## config.mk

```make
export PLATFORM = sky130hd
export DESIGN_NAME = iss_shadow_select
export DESIGN_NICKNAME = d
export VERILOG_FILES = /design/src/logic/iss_pkg.sv /design/src/logic/iss_level_decode.sv /design/src/logic/iss_shadow_select.sv
export SDC_FILE = /design/constraint.sdc
export NUM_CORES = 1
export LEC_CHECK = 0
export BUFFER_PORTS_ARGS = -buffer_cell sky130_fd_sc_hd__buf_4
export CAP_MARGIN = 20
export CORE_MARGIN = 2
export CORE_UTILIZATION = 25
export CTS_CLUSTER_DIAMETER = 40
export DETAILED_ROUTE_END_ITERATION = 8
export PLACE_DENSITY = 0.42
export SKIP_CTS_REPAIR_TIMING = 1
export SYNTH_ARGS = -nofsm -noshare
export SYNTH_HDL_FRONTEND = slang
export SYNTH_SLANG_ARGS = --single-unit
```

## constraint.sdc

```tcl
create_clock -name clk -period 11.03 [get_ports clk]
set_input_delay 2.206 -clock clk [delete_from_list [all_inputs] [get_ports clk]]
set_output_delay 2.206 -clock clk [all_outputs]
set_load 0.01 [all_outputs]
```

## src/logic/iss_pkg.sv

```systemverilog
// Constants for the interrupt shadow set selection block
package iss_pkg;

  localparam int          ISS_AW          = 16;
  localparam int          ISS_NVEC        = 15;
  localparam int          ISS_NLVL        = 3;

  // Priority shadow register: base and its clear/set/invert aliases
  localparam logic [15:0] ISS_PRIO_OFS    = 16'h0010;
  localparam logic [15:0] ISS_ALIAS_CLR   = 16'h0004;
  localparam logic [15:0] ISS_ALIAS_SET   = 16'h0008;
  localparam logic [15:0] ISS_ALIAS_INV   = 16'h000C;
  localparam logic [31:0] ISS_PRIO_MASK   = 32'h0000FFF1;
  localparam logic [31:0] ISS_PRIO_RST    = 32'h00000000;
  localparam int          ISS_SV_EN_BIT   = 0;
  localparam int          ISS_LVL1_LSB    = 4;
  localparam int          ISS_FIELD_W     = 4;

  // Vector displacement registers, entry i holds interrupt 107 + i
  localparam logic [31:0] ISS_VEC_MASK    = 32'h0003FFFE;
  localparam logic [31:0] ISS_VEC_RST     = 32'h00000000;
  localparam int          ISS_VEC_W       = 18;
  localparam logic [15:0] ISS_VEC_OFS [ISS_NVEC] = '{
    16'h06EC, 16'h06F0, 16'h0654, 16'h0658, 16'h06EC,
    16'h0700, 16'h0704, 16'h0708, 16'h0700, 16'h0710,
    16'h0714, 16'h0718, 16'h0710, 16'h0720, 16'h0724
  };

  // Shadow set used by the single vector when enabled
  localparam logic [2:0]  ISS_SV_SET      = 3'h1;
  localparam logic [2:0]  ISS_SET_DEFAULT = 3'h0;

endpackage : iss_pkg

```

## src/logic/iss_level_decode.sv

```systemverilog
// Decode of one priority level's shadow set choice field
`timescale 1ns/1ps
module iss_level_decode
  import iss_pkg::*;
(
  input  wire logic [3:0] choice,
  output      logic [2:0] set_num
);

  // Reserved codes fall back to set 0 so a stray write cannot pick an odd set
  always_comb begin
    if (choice[3]) begin
      set_num = ISS_SET_DEFAULT;
    end else begin
      set_num = choice[2:0];
    end
  end

endmodule // iss_level_decode

```

## src/logic/iss_shadow_select.sv

```systemverilog
// Shadow set selection and vector displacement registers
//
// Overview of operation
// - Level 3/2/1 choice fields at 15-12/11-8/7-4
// - Choice 0-7 selects that shadow set number
// - Reserved choice 1xxx falls back to set 0
// - Single-vector bit 0 enables shadow set use
// - Level fields ignored unless multi-vector mode
// - Aliases +4/+8/+C clear, set, invert bits
// - Displacement registers decode base address only
//
// Our own choice: the address-and-strobe port.
`timescale 1ns/1ps
module iss_shadow_select
  import iss_pkg::*;
(
  input  wire logic              clk,
  input  wire logic              nrst,
  input  wire logic [ISS_AW-1:0] addr,
  input  wire logic [31:0]       wdata,
  input  wire logic              wr,
  input  wire logic              rd,
  output      logic [31:0]       rdata,
  input  wire logic              multi_vector_mode,
  input  wire logic              take,
  input  wire logic [2:0]        take_level,
  input  wire logic [3:0]        take_vec,
  output      logic              sel_valid,
  output      logic              shadow_use,
  output      logic [2:0]        shadow_set,
  output      logic [17:0]       vec_offset
);

  logic [31:0] prio_r;
  logic [31:0] vec_r [ISS_NVEC];
  logic [2:0]  lvl_set [ISS_NLVL];
  logic [31:0] rd_nxt;
  logic        rd_hit;
  logic [2:0]  set_nxt;
  logic        use_nxt;
  logic        single_vector_shadow_en;

  assign single_vector_shadow_en = prio_r[ISS_SV_EN_BIT];

  // Priority register, written at base or through one of its aliases
  always_ff @(posedge clk) begin
    if (!nrst) begin
      prio_r <= ISS_PRIO_RST;
    end else if (wr) begin
      if (addr == ISS_PRIO_OFS) begin
        prio_r <= wdata & ISS_PRIO_MASK;
      end else if (addr == ISS_PRIO_OFS + ISS_ALIAS_CLR) begin
        prio_r <= prio_r & ~wdata & ISS_PRIO_MASK;
      end else if (addr == ISS_PRIO_OFS + ISS_ALIAS_SET) begin
        prio_r <= (prio_r | wdata) & ISS_PRIO_MASK;
      end else if (addr == ISS_PRIO_OFS + ISS_ALIAS_INV) begin
        prio_r <= (prio_r ^ wdata) & ISS_PRIO_MASK;
      end
    end
  end

  // Displacement registers; entries sharing an address take the same write
  for (genvar i = 0; i < ISS_NVEC; i++) begin : g_vec
    always_ff @(posedge clk) begin
      if (!nrst) begin
        vec_r[i] <= ISS_VEC_RST;
      end else if (wr && addr == ISS_VEC_OFS[i]) begin
        vec_r[i] <= wdata & ISS_VEC_MASK;
      end
    end
  end

  // One decoder per level field
  for (genvar l = 0; l < ISS_NLVL; l++) begin : g_lvl
    iss_level_decode u_dec (
      .choice  (prio_r[ISS_LVL1_LSB + ISS_FIELD_W*l +: ISS_FIELD_W]),
      .set_num (lvl_set[l])
    );
  end

  // Read decode; a shared address returns the lowest entry
  always_comb begin
    rd_nxt = 32'h00000000;
    rd_hit = 1'b0;
    if (addr == ISS_PRIO_OFS) begin
      rd_nxt = prio_r;
      rd_hit = 1'b1;
    end
    for (int i = ISS_NVEC - 1; i >= 0; i--) begin
      if (addr == ISS_VEC_OFS[i]) begin
        rd_nxt = vec_r[i] & ISS_VEC_MASK;
        rd_hit = 1'b1;
      end
    end
  end

  always_ff @(posedge clk) begin
    if (!nrst) begin
      rdata <= 32'h00000000;
    end else if (rd) begin
      rdata <= rd_hit ? rd_nxt : 32'h00000000;
    end else begin
      rdata <= 32'h00000000;
    end
  end

  // Set selection for the interrupt being taken
  always_comb begin
    set_nxt = ISS_SET_DEFAULT;
    use_nxt = 1'b0;
    if (multi_vector_mode) begin
      case (take_level)
        3'd1: begin
          set_nxt = lvl_set[0];
          use_nxt = 1'b1;
        end
        3'd2: begin
          set_nxt = lvl_set[1];
          use_nxt = 1'b1;
        end
        3'd3: begin
          set_nxt = lvl_set[2];
          use_nxt = 1'b1;
        end
        default: begin
          set_nxt = ISS_SET_DEFAULT;
          use_nxt = 1'b0;
        end
      endcase
    end else if (single_vector_shadow_en) begin
      set_nxt = ISS_SV_SET;
      use_nxt = 1'b1;
    end
  end

  // Outputs held until the next take so the core may sample late
  always_ff @(posedge clk) begin
    if (!nrst) begin
      shadow_set <= ISS_SET_DEFAULT;
      shadow_use <= 1'b0;
      vec_offset <= 18'h00000;
    end else if (take) begin
      shadow_set <= set_nxt;
      shadow_use <= use_nxt;
      vec_offset <= (take_vec < 4'(ISS_NVEC)) ? vec_r[take_vec][ISS_VEC_W-1:0] : 18'h00000;
    end
  end

  always_ff @(posedge clk) begin
    if (!nrst) begin
      sel_valid <= 1'b0;
    end else begin
      sel_valid <= take;
    end
  end

  // Checks
  property p_prio_read;
    @(posedge clk) disable iff (!nrst)
      (rd && addr == ISS_PRIO_OFS) |=> (rdata == $past(prio_r));
  endproperty
  a_prio_read: assert property (p_prio_read) else $error("priority read data wrong");

  property p_unmapped;
    @(posedge clk) disable iff (!nrst)
      (rd && !rd_hit) |=> (rdata == 32'h00000000);
  endproperty
  a_unmapped: assert property (p_unmapped) else $error("unmapped read not zero");

  property p_clr;
    @(posedge clk) disable iff (!nrst)
      (wr && addr == ISS_PRIO_OFS + ISS_ALIAS_CLR)
        |=> (prio_r == ($past(prio_r) & ~$past(wdata) & ISS_PRIO_MASK));
  endproperty
  a_clr: assert property (p_clr) else $error("clear alias wrong");

  property p_set;
    @(posedge clk) disable iff (!nrst)
      (wr && addr == ISS_PRIO_OFS + ISS_ALIAS_SET)
        |=> (prio_r == (($past(prio_r) | $past(wdata)) & ISS_PRIO_MASK));
  endproperty
  a_set: assert property (p_set) else $error("set alias wrong");

  property p_inv;
    @(posedge clk) disable iff (!nrst)
      (wr && addr == ISS_PRIO_OFS + ISS_ALIAS_INV)
        |=> (prio_r == (($past(prio_r) ^ $past(wdata)) & ISS_PRIO_MASK));
  endproperty
  a_inv: assert property (p_inv) else $error("invert alias wrong");

  property p_vec_bits;
    @(posedge clk) disable iff (!nrst)
      (wr && addr == ISS_VEC_OFS[2]) ##1 (rd && addr == ISS_VEC_OFS[2])
        |=> (rdata == ($past(wdata, 2) & ISS_VEC_MASK));
  endproperty
  a_vec_bits: assert property (p_vec_bits) else $error("displacement bits wrong");

  property p_map;
    @(posedge clk) disable iff (!nrst)
      (take && multi_vector_mode && take_level == 3'd3 && !prio_r[15])
        |=> (shadow_use && shadow_set == $past(prio_r[14:12]));
  endproperty
  a_map: assert property (p_map) else $error("level 3 set not taken");

  property p_reserved;
    @(posedge clk) disable iff (!nrst)
      (take && multi_vector_mode && take_level == 3'd1 && prio_r[7])
        |=> (shadow_set == 3'h0);
  endproperty
  a_reserved: assert property (p_reserved) else $error("reserved did not use set 0");

  property p_single;
    @(posedge clk) disable iff (!nrst)
      (take && !multi_vector_mode)
        |=> (shadow_use == $past(prio_r[0]));
  endproperty
  a_single: assert property (p_single) else $error("single vector shadow wrong");

  property p_rd_idle;
    @(posedge clk) disable iff (!nrst)
      !rd |=> (rdata == 32'h00000000);
  endproperty
  a_rd_idle: assert property (p_rd_idle) else $error("read data not zero when idle");

  property p_prio_write;
    @(posedge clk) disable iff (!nrst)
      (wr && addr == ISS_PRIO_OFS) |=> (prio_r == ($past(wdata) & ISS_PRIO_MASK));
  endproperty
  a_prio_write: assert property (p_prio_write) else $error("priority write wrong");

  property p_prio_unimpl;
    @(posedge clk) disable iff (!nrst)
      (rd && addr == ISS_PRIO_OFS) |=> ((rdata & ~ISS_PRIO_MASK) == 32'h00000000);
  endproperty
  a_prio_unimpl: assert property (p_prio_unimpl) else $error("unused priority bits set");

  property p_vec_write;
    @(posedge clk) disable iff (!nrst)
      (wr && addr == ISS_VEC_OFS[10]) |=> (vec_r[10] == ($past(wdata) & ISS_VEC_MASK));
  endproperty
  a_vec_write: assert property (p_vec_write) else $error("displacement write wrong");

  property p_vec_no_alias;
    @(posedge clk) disable iff (!nrst)
      (wr && addr == ISS_VEC_OFS[11] + ISS_ALIAS_CLR) |=> $stable(vec_r[11]);
  endproperty
  a_vec_no_alias: assert property (p_vec_no_alias) else $error("displacement alias decoded");

  property p_lvl2;
    @(posedge clk) disable iff (!nrst)
      (take && multi_vector_mode && take_level == 3'h2 && !prio_r[11])
        |=> (shadow_use && shadow_set == $past(prio_r[10:8]));
  endproperty
  a_lvl2: assert property (p_lvl2) else $error("level 2 set not taken");

  property p_lvl1;
    @(posedge clk) disable iff (!nrst)
      (take && multi_vector_mode && take_level == 3'h1 && !prio_r[7])
        |=> (shadow_use && shadow_set == $past(prio_r[6:4]));
  endproperty
  a_lvl1: assert property (p_lvl1) else $error("level 1 set not taken");

  property p_res3;
    @(posedge clk) disable iff (!nrst)
      (take && multi_vector_mode && take_level == 3'h3 && prio_r[15])
        |=> (shadow_use && shadow_set == 3'h0);
  endproperty
  a_res3: assert property (p_res3) else $error("level 3 reserved did not use set 0");

  property p_res2;
    @(posedge clk) disable iff (!nrst)
      (take && multi_vector_mode && take_level == 3'h2 && prio_r[11])
        |=> (shadow_use && shadow_set == 3'h0);
  endproperty
  a_res2: assert property (p_res2) else $error("level 2 reserved did not use set 0");

  property p_other_lvl;
    @(posedge clk) disable iff (!nrst)
      (take && multi_vector_mode && (take_level == 3'h0 || take_level > 3'h3))
        |=> (!shadow_use && shadow_set == 3'h0);
  endproperty
  a_other_lvl: assert property (p_other_lvl) else $error("unmapped level used a set");

  property p_single_set;
    @(posedge clk) disable iff (!nrst)
      (take && !multi_vector_mode && prio_r[0]) |=> (shadow_set == ISS_SV_SET);
  endproperty
  a_single_set: assert property (p_single_set) else $error("single vector set wrong");

  property p_single_off;
    @(posedge clk) disable iff (!nrst)
      (take && !multi_vector_mode && !prio_r[0]) |=> (!shadow_use && shadow_set == 3'h0);
  endproperty
  a_single_off: assert property (p_single_off) else $error("single vector set not off");

  property p_hold;
    @(posedge clk) disable iff (!nrst)
      !take |=> ($stable(shadow_use) && $stable(shadow_set) && $stable(vec_offset));
  endproperty
  a_hold: assert property (p_hold) else $error("selection changed without take");

  property p_valid_pulse;
    @(posedge clk) disable iff (!nrst)
      take |=> sel_valid;
  endproperty
  a_valid_pulse: assert property (p_valid_pulse) else $error("valid missing after take");

  property p_valid_low;
    @(posedge clk) disable iff (!nrst)
      !take |=> !sel_valid;
  endproperty
  a_valid_low: assert property (p_valid_low) else $error("valid without take");

  property p_vec_sel;
    @(posedge clk) disable iff (!nrst)
      (take && take_vec == 4'h2) |=> (vec_offset == $past(vec_r[2][ISS_VEC_W-1:0]));
  endproperty
  a_vec_sel: assert property (p_vec_sel) else $error("displacement not presented");

  property p_vec_none;
    @(posedge clk) disable iff (!nrst)
      (take && take_vec == 4'hF) |=> (vec_offset == 18'h00000);
  endproperty
  a_vec_none: assert property (p_vec_none) else $error("missing entry not zero");

endmodule // iss_shadow_select

```

After elaboration in Yosys (flattened, before gate mapping)
Memory sizes are Yosys's and may differ from the RTL's.
Index checks and enable logic that the tools add are counted.
Operators by class
  magnitude comparators: 1
  equal/unequal tests: 19
  mux-type cells: 92
  bitwise gates (word level): 23
  reductions and logical operators: 17
Operator list (number)
  $mux 17: 15
  $mux 18: 14
  $eq 16x11->1 const B: 12
  $mux 32: 4
  $eq 16x5->1 const B: 4
  $mux 1: 54
  $and 16x16->16: 1
  $not 16->16: 1
  $or 16x16->16: 1
  $reduce_or 16->1: 1
  $xor 16x16->16: 1
  $or 1x1->1: 15
  $logic_and 1x1->1: 12
  $mux 3: 4
  $pmux 3 s3: 1
  $eq 3x2->1 const B: 2
  $lt 4x4->1 const B: 1
  $not 1->1: 4
  $reduce_bool 4->1: 1
  $eq 3x1->1 const B: 1
  $reduce_and 3->1: 1
  $reduce_or 3->1: 1
  $reduce_and 2->1: 1
Word-level totals
  flip-flop bits (word level): 87
  memory bits (writable): 255
  bits of input ports: 61
  output and inout bits: 55
  word-level logic and storage cells: 160
  memories: 1
Memory list
  vec_r: words 15, bits a word 17, rd ports 13, clocked after memory_dff 0, write ports 15, RTL line iss_shadow_select.sv:35  | logic [31:0] vec_r [ISS_NVEC];

Longest topological paths before layout
Gate-level depths: netlist of run 1.
  depth in word-level cells: 16
  mapped depth: 11
  depth with buffers taken out: 7

Modules after synthesis
From an unflattened synthesis of run 1, not the netlist that was laid out.
Unflattened totals
  cells, all modules: 1364
  area total of the unflattened synthesis: 14398.8 µm²
By module, submodules not included
  iss_shadow_select: instances 1, cells each 1355, area each 14342.5 µm², sequential area each 7186.9 µm²
  iss_level_decode: instances 3, cells each 3, area each 18.8 µm², sequential area each 0.0 µm²

Worst setup path before layout of run 1
No wires, ideal clock.
  kind: input to register
  from: input port addr[7]
  to: memory vec_r[6][0] (netlist bit) (enable)
  library setup time: 0.415 ns
  data arrival time: 4.966 ns
  data required time: 10.615 ns
  path slack: 5.650 ns
  stages: 6
  buffers on the path: 2
  cell sequence: buf_2 > or4_1 > nor4_2 > nand3_1 > clkbuf_1 > o21ai_0
RTL lines
  from (decl): RTL line iss_shadow_select.sv:19  | input wire logic [ISS_AW-1:0] addr,
  to (decl): RTL line iss_shadow_select.sv:35

Worst setup path after layout of run 1
  from: input port addr[11]
  to: register rdata[7]
On the way
  longest elaborated chain between the ends: 15
  elaborated cells between the ends (all ways): 40
  classes of those cells: 13 x eq/ne; 26 x mux; 1 x reduce/logical
RTL lines
  $eq 16x5->1: RTL line iss_shadow_select.sv:85  | if (addr == ISS_PRIO_OFS) begin
  $mux 1: RTL line iss_shadow_select.sv:85
  $mux 1 (12 in a row): RTL line iss_shadow_select.sv:90  | if (addr == ISS_VEC_OFS[i]) begin
  $reduce_and 3->1 (no source line)
  to (signal assigned): RTL line iss_shadow_select.sv:101  | rdata <= rd_hit ? rd_nxt : 32'h00000000;
  to (decl): RTL line iss_shadow_select.sv:23  | output logic [31:0] rdata,
Several ways; a longest one is shown, not always the timed one.
A chain may end at the register's enable or synchronous reset.

==> impl_metrics.env, run 1 <==
export IMPL_synthTopCellsByCount="edfxtp_1 (204), nor3_1 (156), a21oi_1 (94)"
export IMPL_slew_headroom_pct=30.3
export IMPL_arrival_ps=5590
export IMPL_first_pass_iters=5
export IMPL_hold_slack_ps=531
export IMPL_p_int_w=0.00226
export IMPL_r2r_start="vec_r[5][2]$_SDFFCE_PN0P_"
export IMPL_numCtsBuffers=54
export IMPL_period_share_pct=46.8
export IMPL_cp_start_kind="primary input"
export IMPL_period_minus_slack_ps=5160
export IMPL_routed_wl_um=55100
export IMPL_rsz0062_at_grt="no"
export IMPL_async_flop_share_pct=0
export IMPL_crit_path_start="addr[11]"
export IMPL_clock_latency_ps=600
export IMPL_p_sw_w=0.000737
export IMPL_avgSynthCellArea_um2=10.8
export IMPL_place_hpwl_um=36600
export IMPL_wl_per_cell_um=25.4
export IMPL_synth_warnings=0
export IMPL_holdPathStages=2
export IMPL_hold_viol_final=0
export IMPL_ys_ff_latch=257
export IMPL_routed_via_count=11600
export IMPL_setup_violations=0
export IMPL_synth_area_leaders="edfxtp_1 (43%), dfxtp_1 (7.5%), nor3_1 (5.5%)"
export IMPL_synth_edf_count=204
export IMPL_power_total_w=0.00300
export IMPL_coreArea_mm2=0.0562
export IMPL_clk_path_buf_depth=3
export IMPL_yosys_area_top_type_share_pct=43.3
export IMPL_rows=87
export IMPL_start_util_pct=25.2
export IMPL_synth_compound_area_share_pct=15.4
export IMPL_synth_largest_area_cell="edfxtp_1"
export IMPL_io_pins=116
export IMPL_die_width_um=242
export IMPL_critPathMaxFanout=18
export IMPL_synth_xor_area_share_pct=0.0618
export IMPL_grt_max_degree=84
export IMPL_drt_iter0_drc=1137
export IMPL_end_kind="flop"
export IMPL_grt_pass1_wl_um=79500
export IMPL_final_cells=2172
export IMPL_maxCapViolCount=0
export IMPL_io_buffers=86
export IMPL_synthesis_instances=1310
export IMPL_setup_tns_ps=0
export IMPL_power_leakage_nw=6.01
export IMPL_drive_gt1_share_pct=20.8
export IMPL_route_detailed_drc=0
export IMPL_final_nets=1456
export IMPL_netlist_area_mm2=0.0142
export IMPL_skew_ps=26.6
export IMPL_clk_pin_slew_ps=50
export IMPL_synthSimpleGateAreaFrac_pct=17.2
export IMPL_r2r_end="vec_offset[3]$_SDFFE_PN0P_"
export IMPL_ys_types=74
export IMPL_dieArea_mm2=0.0586
export IMPL_clock_sinks=257
export IMPL_drv_slew=0
export IMPL_ant_nets=0
export IMPL_gp_congestion=0.814
export IMPL_grt_ovfl_total=0
export IMPL_synth_most_common_cell="edfxtp_1"
export IMPL_synth_seq_area_share_pct=50.7
export IMPL_pwr_share_clk_pct=55.3
export IMPL_cp_endpoint="rdata[7]$_SDFF_PN0_"
export IMPL_r2r_cells=6
export IMPL_dp_cells=2069
export IMPL_antenna_found_initial=2
export IMPL_vias_per_cell=5.33
export IMPL_fill_cells=5839
export IMPL_yosys_mux_area_fraction_pct=9.18
export IMPL_h_tree_depth=2
export IMPL_power_share_switching_pct=24.6
export IMPL_grt_pass1_vias=11400
export IMPL_power_frac_seq_pct=37.4
export IMPL_grtUsageTotal_pct=18.3
export IMPL_synth_top_family_by_area="simple AND/OR/NAND/NOR gates"
export IMPL_crit_type="in -> reg"
export IMPL_p_comb_share_pct=7.3
export IMPL_power_density_mw_per_mm2=172
export IMPL_root_buffer="clkbuf_16"
export IMPL_r2r_slack_ps=9070
export IMPL_fmax_mhz=194
export IMPL_crit_required_ps=11460
export IMPL_tightest_slew_ps=1040
export IMPL_syn_to_final_growth_pct=23.4
export IMPL_cts_tree="done"
export IMPL_synth_ff_type="edfxtp_1"
export IMPL_outcome="complete, no violations"
export IMPL_die_h_um=242
export IMPL_vdd_drop_max_mv=0.114
export IMPL_hold_class="reg -> reg"
export IMPL_synth_fa_ha_area_share_pct=2.30
[cell usage in the layout (no fill, tap or decap), types with 26 or more instances in the layout]
cell type  instances
edfxtp_1         204
nor3_1           155
buf_4            129
a21oi_1           94
and2_1            75
nor2_1            60
nand2_1           58
o21ai_0           58
clkbuf_16         57
dfxtp_1           53
mux2i_1           50
nor2b_1           35
mux4_2            34
inv_1             29
a22oi_1           29
ha_1              26
[state kept, by name (all words and copies together), names as in the netlist]
signal / cells
prio_r: 13
rdata: 18
sel_valid: 1
shadow_set: 3
shadow_use: 1
vec_offset: 17
vec_r: 204
[kinds of logic after synthesis]
kind of cell               count (synthesis)
AOI/OAI and AO/OA                        320
DFF                                      257
other                                      1
and+or+nand+nor                          449
muxes                                     87
buffers and inverters                    169
xor gates and xnor gates                   1
adders and majority gates                 26
[layer usage]
| layer | wire (um) | share of wire, % | GRT usage, % |
|---|---|---|---|
| met4 | 1790 | 3.2 | 6.86 |
| met1 | 24700 | 45 | 25.1 |
| met3 | 3290 | 6.0 | 2.94 |
| met2 | 25400 | 46 | 29.1 |
| met5 | 0 | 0 | 0.245 |
[layout make-up]
cell class	instances	area (um2)	share of cell area, %
diodes	1	2.50	0.0143
clock buffers	69	1520	8.71
clock inverters	33	348	1.99
inverters	29	109	0.623
multi-input cells	898	6390	36.6
flip-flops and latches	257	7190	41.1
well taps	756	946	5.41
repair buffers	129	968	5.54
[through the flow]
step	utilization [%]	worst slack (ps)	cell area (um2)
6_report	31.1	5870	17500
4_1_cts	31.1	5880	17500
3_3_place_gp	27.8	5270	15600
3_5_place_dp	27.8	5270	15600
2_1_floorplan	-	5650	14200
5_1_grt	31.1	5810	17500
[how the worst min path moves through the flow]
stage,startpoint,to,slack (ps)
2_1_floorplan,prio_r[0]$_SDFFE_PN0P_,rdata[0]$_SDFF_PP0_,470
3_3_place_gp,shadow_set[1]$_SDFFE_PN0P_,shadow_set[1]$_SDFFE_PN0P_,510
3_5_place_dp,shadow_set[1]$_SDFFE_PN0P_,shadow_set[1]$_SDFFE_PN0P_,530
4_1_cts,shadow_set[1]$_SDFFE_PN0P_,shadow_set[1]$_SDFFE_PN0P_,540
5_1_grt,shadow_set[0]$_SDFFE_PN0P_,shadow_set[0]$_SDFFE_PN0P_,570
6_report,shadow_set[1]$_SDFFE_PN0P_,shadow_set[1]$_SDFFE_PN0P_,530
[power groups by stage]
| stage | Combinational [W] | Clock [W] | Sequential, W |
|---|---|---|---|
| final | 0.000218 | 0.00166 | 0.00112 |
| after global routing | 0.000234 | 0.00172 | 0.00113 |
| after global placement | 0.000216 | 0 | 0.00114 |
| after detailed placement | 0.000218 | 0 | 0.00114 |
| after floorplan | 0.000128 | 0 | 0.00113 |
| after CTS | 0.000219 | 0.00168 | 0.00112 |
[critical path, cell delays in order]
cell,delay [ps]
buf_4,110
or4_4,600
or4_4,720
or2_1,580
nand4b_1,340
o311ai_4,100
buf_4,310
nor4_1,580
No activity file was read; power rests on OpenSTA's default activity.
==> run 2, diff against run 1 <==
==> constraint.sdc (replaced) <==
create_clock -name clk -period 5.1 [get_ports clk]
set_input_delay 1.02 -clock clk [delete_from_list [all_inputs] [get_ports clk]]
set_output_delay 1.02 -clock clk [all_outputs]
set_load 0.01 [all_outputs]
==> impl_metrics.env, run 2 (synthesized netlist as in run 1, its figures left out) <==
export IMPL_outcome="complete, no violations"
export IMPL_routed_via_count=11700
export IMPL_clock_sinks=257
export IMPL_start_util_pct=25.2
export IMPL_tightest_slew_ps=1050
export IMPL_hold_viol_final=0
export IMPL_path_cells="buf_4 -> or4_4 -> or4_4 -> nor2_8 -> a221o_1 -> a221oi_1 -> o311a_1 -> nor4_1"
export IMPL_hp_start="shadow_set[1]$_SDFFE_PN0P_"
export IMPL_holdPathStages=2
export IMPL_grt_max_degree=119
export IMPL_end_kind="flop"
export IMPL_setup_violations=0
export IMPL_grtUsageTotal_pct=18.7
export IMPL_io_buffers=86
export IMPL_path_delay_family="simple AND/OR/NAND/NOR gates"
export IMPL_clock_latency_ps=590
export IMPL_clk_pin_slew_ps=50
export IMPL_cpMostUsedCell="or4_4"
export IMPL_antenna_found_initial=1
export IMPL_setup_slack_ps=1570
export IMPL_crit_required_ps=5520
export IMPL_rsz0062_at_grt="no"
export IMPL_power_density_mw_per_mm2=363
export IMPL_place_hpwl_um=38400
export IMPL_fin_util_pct=31.3
export IMPL_root_buffer="clkbuf_16"
export IMPL_grt_pass1_wl_um=81100
export IMPL_setup_tns_ps=0
export IMPL_pre_cts_ws_ps=990
export IMPL_wl_per_cell_um=25.4
export IMPL_dieArea_mm2=0.0586
export IMPL_first_pass_iters=9
export IMPL_p_comb_share_pct=7.5
export IMPL_numCtsBuffers=52
export IMPL_crit_type="in -> reg"
export IMPL_hold_slack_ps=531
export IMPL_ant_nets=0
export IMPL_maxCapViolCount=0
export IMPL_hold_end="shadow_set[1]$_SDFFE_PN0P_"
export IMPL_skew_ps=15.7
export IMPL_drv_slew=0
export IMPL_power_frac_seq_pct=38.0
export IMPL_vdd_drop_max_mv=0.224
export IMPL_regMostFlops="vec_r"
export IMPL_io_pins=116
export IMPL_final_cells=2187
export IMPL_period_share_pct=69.2
export IMPL_slew_headroom_pct=30.2
export IMPL_r2r_slack_ps=3060
export IMPL_fmax_mhz=284
export IMPL_cp_start_kind="primary input"
export IMPL_hold_class="reg -> reg"
export IMPL_path_buf_inv=1
export IMPL_vias_per_cell=5.35
export IMPL_largest_registers="vec_r x204, rdata x18, vec_offset x17"
export IMPL_critPathMaxFanout=17
export IMPL_cts_tree="done"
export IMPL_die_h_um=242
export IMPL_r2r_end="rdata[12]$_SDFF_PN0_"
export IMPL_drive_gt1_share_pct=21.7
export IMPL_grt_ovfl_total=0
export IMPL_p_int_w=0.00478
export IMPL_cp_depth=8
export IMPL_drt_iter0_drc=1132
export IMPL_power_share_switching_pct=25.0
export IMPL_final_nets=1474
export IMPL_pwr_share_clk_pct=54.5
export IMPL_gp_congestion=0.883
export IMPL_coreArea_mm2=0.0562
export IMPL_arrival_ps=3940
export IMPL_h_tree_depth=2
export IMPL_r2r_start="vec_r[10][11]$_SDFFCE_PN0P_"
export IMPL_final_cell_mix="edfxtp_1 (204), nor3_1 (155), buf_4 (147)"
export IMPL_die_width_um=242
export IMPL_clk_path_buf_depth=3
export IMPL_syn_to_final_growth_pct=24.0
export IMPL_route_detailed_drc=0
export IMPL_r2r_cells=6
export IMPL_p_sw_w=0.00160
export IMPL_largest_register_ffs=204
export IMPL_grt_pass1_vias=11700
export IMPL_max_stage_delay_ps=730
export IMPL_final_common_cell="edfxtp_1"
export IMPL_insertedDiodeCount=0
export IMPL_slowest_stage="or4_4"
export IMPL_routed_wl_um=55700
export IMPL_dp_cells=2089
export IMPL_power_leakage_nw=6.10
export IMPL_period_minus_slack_ps=3530
export IMPL_rows=87
## run 2: cell types whose count changed in the layout (fill, tap and decap cells not counted), sizes merged
cell,delta
clkbuf,-1
clkinvlp,-2
clkinv,+1
diode,-1
buf,+20
inv,+1
bufinv,-3
## run 2: per-stage QoR
stage	cell area (um2)	total power, W
floorplan	14200	0.00272
global placement	15800	0.00294
detailed placement	15800	0.00294
CTS	17600	0.00643
global route	17600	0.00657
finish	17600	0.00638
## run 2: tightest hold or removal path: stages (launching register included)
cell	delay (ps)
dfxtp_1	330
a21oi_1	70
nor2b_1	90
## run 2: area by class of cell
class / count / area, um2
Clock buffer: 68 / 1550
Clock inverter: 30 / 250
Fill cell: 5807 / 38600
Inverter: 29 / 109
Multi-Input combinational cell: 898 / 6380
Sequential cell: 257 / 7190
Tap cell: 756 / 946
Timing Repair Buffer: 149 / 1140
## run 2: worst max-delay path by stage
stage / from / endpoint
floorplan: addr[7] / vec_r[6][0]$_SDFFCE_PN0P_
CTS: addr[4] / rdata[3]$_SDFF_PN0_
detailed placement: addr[4] / rdata[3]$_SDFF_PN0_
finish: addr[11] / rdata[7]$_SDFF_PN0_
global placement: addr[2] / rdata[16]$_SDFF_PN0_
global route: addr[2] / rdata[16]$_SDFF_PN0_
## run 2: metal layers
layer | GRT usage [%] | share of wire [%] | up-vias
met1 | 24.9 | 43 | 5984
li1 | - | - | 5189
met5 | 0 | 0 | -
met2 | 30.4 | 47 | 452
met3 | 3.57 | 6.9 | 86
met4 | 6.23 | 2.9 | 0
## run 2: power groups by stage
stage / logic (W) / registers [W] / clock network (W)
after floorplan: 0.000276 / 0.00244 / 0
after global placement: 0.000473 / 0.00247 / 0
after detailed placement: 0.000479 / 0.00247 / 0
after CTS: 0.000480 / 0.00243 / 0.00352
final: 0.000479 / 0.00243 / 0.00347
after global routing: 0.000512 / 0.00243 / 0.00363
==> run 3, diff against run 2 <==
--- a/config.mk
+++ b/config.mk
@@ -5,13 +5,14 @@
 export SDC_FILE = /design/constraint.sdc
 export NUM_CORES = 1
 export LEC_CHECK = 0
+export ABC_AREA = 1
 export BUFFER_PORTS_ARGS = -buffer_cell sky130_fd_sc_hd__buf_4
 export CAP_MARGIN = 20
 export CORE_MARGIN = 2
 export CORE_UTILIZATION = 25
 export CTS_CLUSTER_DIAMETER = 40
 export DETAILED_ROUTE_END_ITERATION = 8
-export PLACE_DENSITY = 0.42
+export PLACE_DENSITY = 0.43
 export SKIP_CTS_REPAIR_TIMING = 1
 export SYNTH_ARGS = -nofsm -noshare
 export SYNTH_HDL_FRONTEND = slang
==> constraint.sdc (replaced) <==
create_clock -name clk -period 2.95 [get_ports clk]
set_input_delay 0.59 -clock clk [delete_from_list [all_inputs] [get_ports clk]]
set_output_delay 0.59 -clock clk [all_outputs]
set_load 0.01 [all_outputs]
==> impl_metrics.env, run 3 <==
export IMPL_outcome="complete, no violations"
export IMPL_hold_class="in -> reg"
export IMPL_synth_seq_area_share_pct=49.5
export IMPL_cts_tree="done"
export IMPL_pwr_share_clk_pct=54.8
export IMPL_period_minus_slack_ps=2200
export IMPL_synth_edf_count=204
export IMPL_grt_pass1_wl_um=82200
export IMPL_grt_ovfl_total=0
export IMPL_skew_ps=15.2
export IMPL_crit_required_ps=3420
export IMPL_holdPathStages=3
export IMPL_rsz0062_at_grt="no"
export IMPL_start_util_pct=25.2
export IMPL_vdd_drop_max_mv=0.341
export IMPL_drive_gt1_share_pct=17.3
export IMPL_setup_tns_ps=0
export IMPL_clock_sinks=257
export IMPL_final_cell_mix="nor2_1 (334), nand2_1 (301), edfxtp_1 (204)"
export IMPL_synth_ff_type="edfxtp_1"
export IMPL_final_cells=2730
export IMPL_fmax_mhz=455
export IMPL_gp_congestion=0.858
export IMPL_drt_iter0_drc=989
export IMPL_first_pass_iters=5
export IMPL_clk_pin_slew_ps=50
export IMPL_synth_most_common_cell="nor2_1"
export IMPL_ant_nets=0
export IMPL_netlist_area_mm2=0.0145
export IMPL_synth_largest_area_cell="edfxtp_1"
export IMPL_h_tree_depth=2
export IMPL_clk_path_buf_depth=3
export IMPL_setup_violations=0
export IMPL_yosys_area_top_type_share_pct=42.2
export IMPL_p_sw_w=0.00275
export IMPL_r2r_cells=10
export IMPL_place_hpwl_um=40100
export IMPL_power_density_mw_per_mm2=606
export IMPL_ys_ff_latch=257
export IMPL_route_detailed_drc=0
export IMPL_syn_to_final_growth_pct=25.2
export IMPL_p_int_w=0.00826
export IMPL_insertedDiodeCount=0
export IMPL_period_share_pct=74.5
export IMPL_largest_registers="vec_r x204, rdata x18, vec_offset x17"
export IMPL_dp_cells=2631
export IMPL_synth_warnings=0
export IMPL_die_width_um=245
export IMPL_synthesis_instances=1794
export IMPL_avgSynthCellArea_um2=8.09
export IMPL_arrival_ps=2670
export IMPL_critPathMaxFanout=14
export IMPL_routed_wl_um=54300
export IMPL_routed_via_count=13000
export IMPL_grtUsageTotal_pct=18.2
export IMPL_coreArea_mm2=0.0576
export IMPL_vias_per_cell=4.76
export IMPL_p_comb_share_pct=7.2
export IMPL_numCtsBuffers=54
export IMPL_io_buffers=86
export IMPL_drv_slew=0
export IMPL_power_frac_seq_pct=38.0
export IMPL_end_kind="flop"
export IMPL_wl_per_cell_um=19.9
export IMPL_maxCapViolCount=0
export IMPL_cp_start_kind="primary input"
export IMPL_synthTopCellsByCount="nor2_1 (334), nand2_1 (301), edfxtp_1 (204)"
export IMPL_grt_pass1_vias=12500
export IMPL_rows=88
export IMPL_ys_types=53
export IMPL_tightest_slew_ps=689
export IMPL_slew_headroom_pct=54.0
export IMPL_grt_max_degree=64
export IMPL_final_nets=2009
export IMPL_antenna_found_initial=0
export IMPL_root_buffer="clkbuf_16"
export IMPL_final_common_cell="nor2_1"
export IMPL_largest_register_ffs=204
export IMPL_crit_type="in -> reg"
export IMPL_power_total_w=0.0110
export IMPL_hold_viol_final=0
export IMPL_power_share_switching_pct=25.0
export IMPL_dieArea_mm2=0.0600
export IMPL_clock_latency_ps=590
export IMPL_io_pins=116
export IMPL_regMostFlops="vec_r"
export IMPL_die_h_um=245
export IMPL_power_leakage_nw=7.33
export IMPL_async_flop_share_pct=0
export IMPL_synth_area_leaders="edfxtp_1 (42%), nor2_1 (8.6%), nand2_1 (7.8%)"
## run 3: cell types whose count changed in the layout (fill, tap and decap cells not counted), sizes merged, moves of 35 or more
cell    change
nand3      +70
nor2b      -35
nor3      -138
nand2     +249
o211ai     +55
mux2i      -48
nor2      +281
inv       +151
o21ai     +141
and2       -75
buf        +39
## run 3: final cells by class
| class | count | area [um2] |
|---|---|---|
| clock buffer | 64 | 1410 |
| clock inverter | 35 | 380 |
| fill | 6175 | 39400 |
| tap | 765 | 957 |
| sequential | 257 | 7190 |
| inverter | 182 | 686 |
| multi-input combinational | 1239 | 6100 |
| timing repair buffer | 188 | 1450 |
## run 3: critical path: stages
cell and delay, ps:
buf_4 130, nor2_2 160, nand3_1 130, nor2_1 220, nand2_2 160, inv_2 320, nor3_1 90, o21bai_1 210
nand2_1 90, nand2_1 150, nand3_1 100, nand2_1 80, nand3b_1 100, nand2_1 100, a21oi_2 50
## run 3: path summary, 6_finish.rpt
| check | end | start | slack (ps) |
|---|---|---|---|
| setup reg to reg | rdata[8]$_SDFF_PN0_ | prio_r[8]$_SDFFE_PN0P_ | 1290 |
| hold / removal | sel_valid$_SDFF_PN0_ | take | 230 |
| hold reg to reg | vec_offset[11]$_SDFFE_PN0P_ | vec_offset[11]$_SDFFE_PN0P_ | 460 |
| setup / recovery | rdata[14]$_SDFF_PN0_ | addr[6] | 750 |
## run 3: per-layer routing
metal / wire, um / part of all wire, % / GRT usage, % / vias up
met1: 25300 / 47 / 25.8 / 6150
met5: 0 / 0 / 0 / -
met4: 1860 / 3.4 / 6.55 / 0
met3: 3210 / 5.9 / 2.70 / 88
met2: 24000 / 44 / 28.0 / 464
li1: - / - / - / 6285
## run 3: kinds of logic (layout without fill, tap and decap cells)
group / Yosys count / after routing / synth area share, %
other: 1 / 15 / 0.0258
buffers and inverters: 312 / 469 / 8.78
multiplexers: 2 / 2 / 0.138
AO/OA/AOI/OAI: 419 / 419 / 16.4
adder cells (fa/ha/maj): 26 / 26 / 2.24
AND/OR/NAND/NOR: 777 / 777 / 22.9
flip-flops: 257 / 257 / 49.5
## run 3: through the flow
step	setup WS [ps]	utilization (%)	area, um2	hold WS, ps
after floorplan	39.0	-	14600	478
after CTS	782	31.6	18200	198
after detailed placement	170	28.4	16400	459
final	752	31.6	18200	230
after global placement	184	28.4	16400	461
after global routing	564	31.6	18200	234
## run 3: power by group through the flow
stage	clock network [W]	registers, W	logic (W)
after CTS	0.00617	0.00418	0.000796
after detailed placement	0	0.00425	0.000794
after global placement	0	0.00424	0.000791
after floorplan	0	0.00421	0.000439
after global routing	0.00633	0.00420	0.000874
final	0.00603	0.00418	0.000794
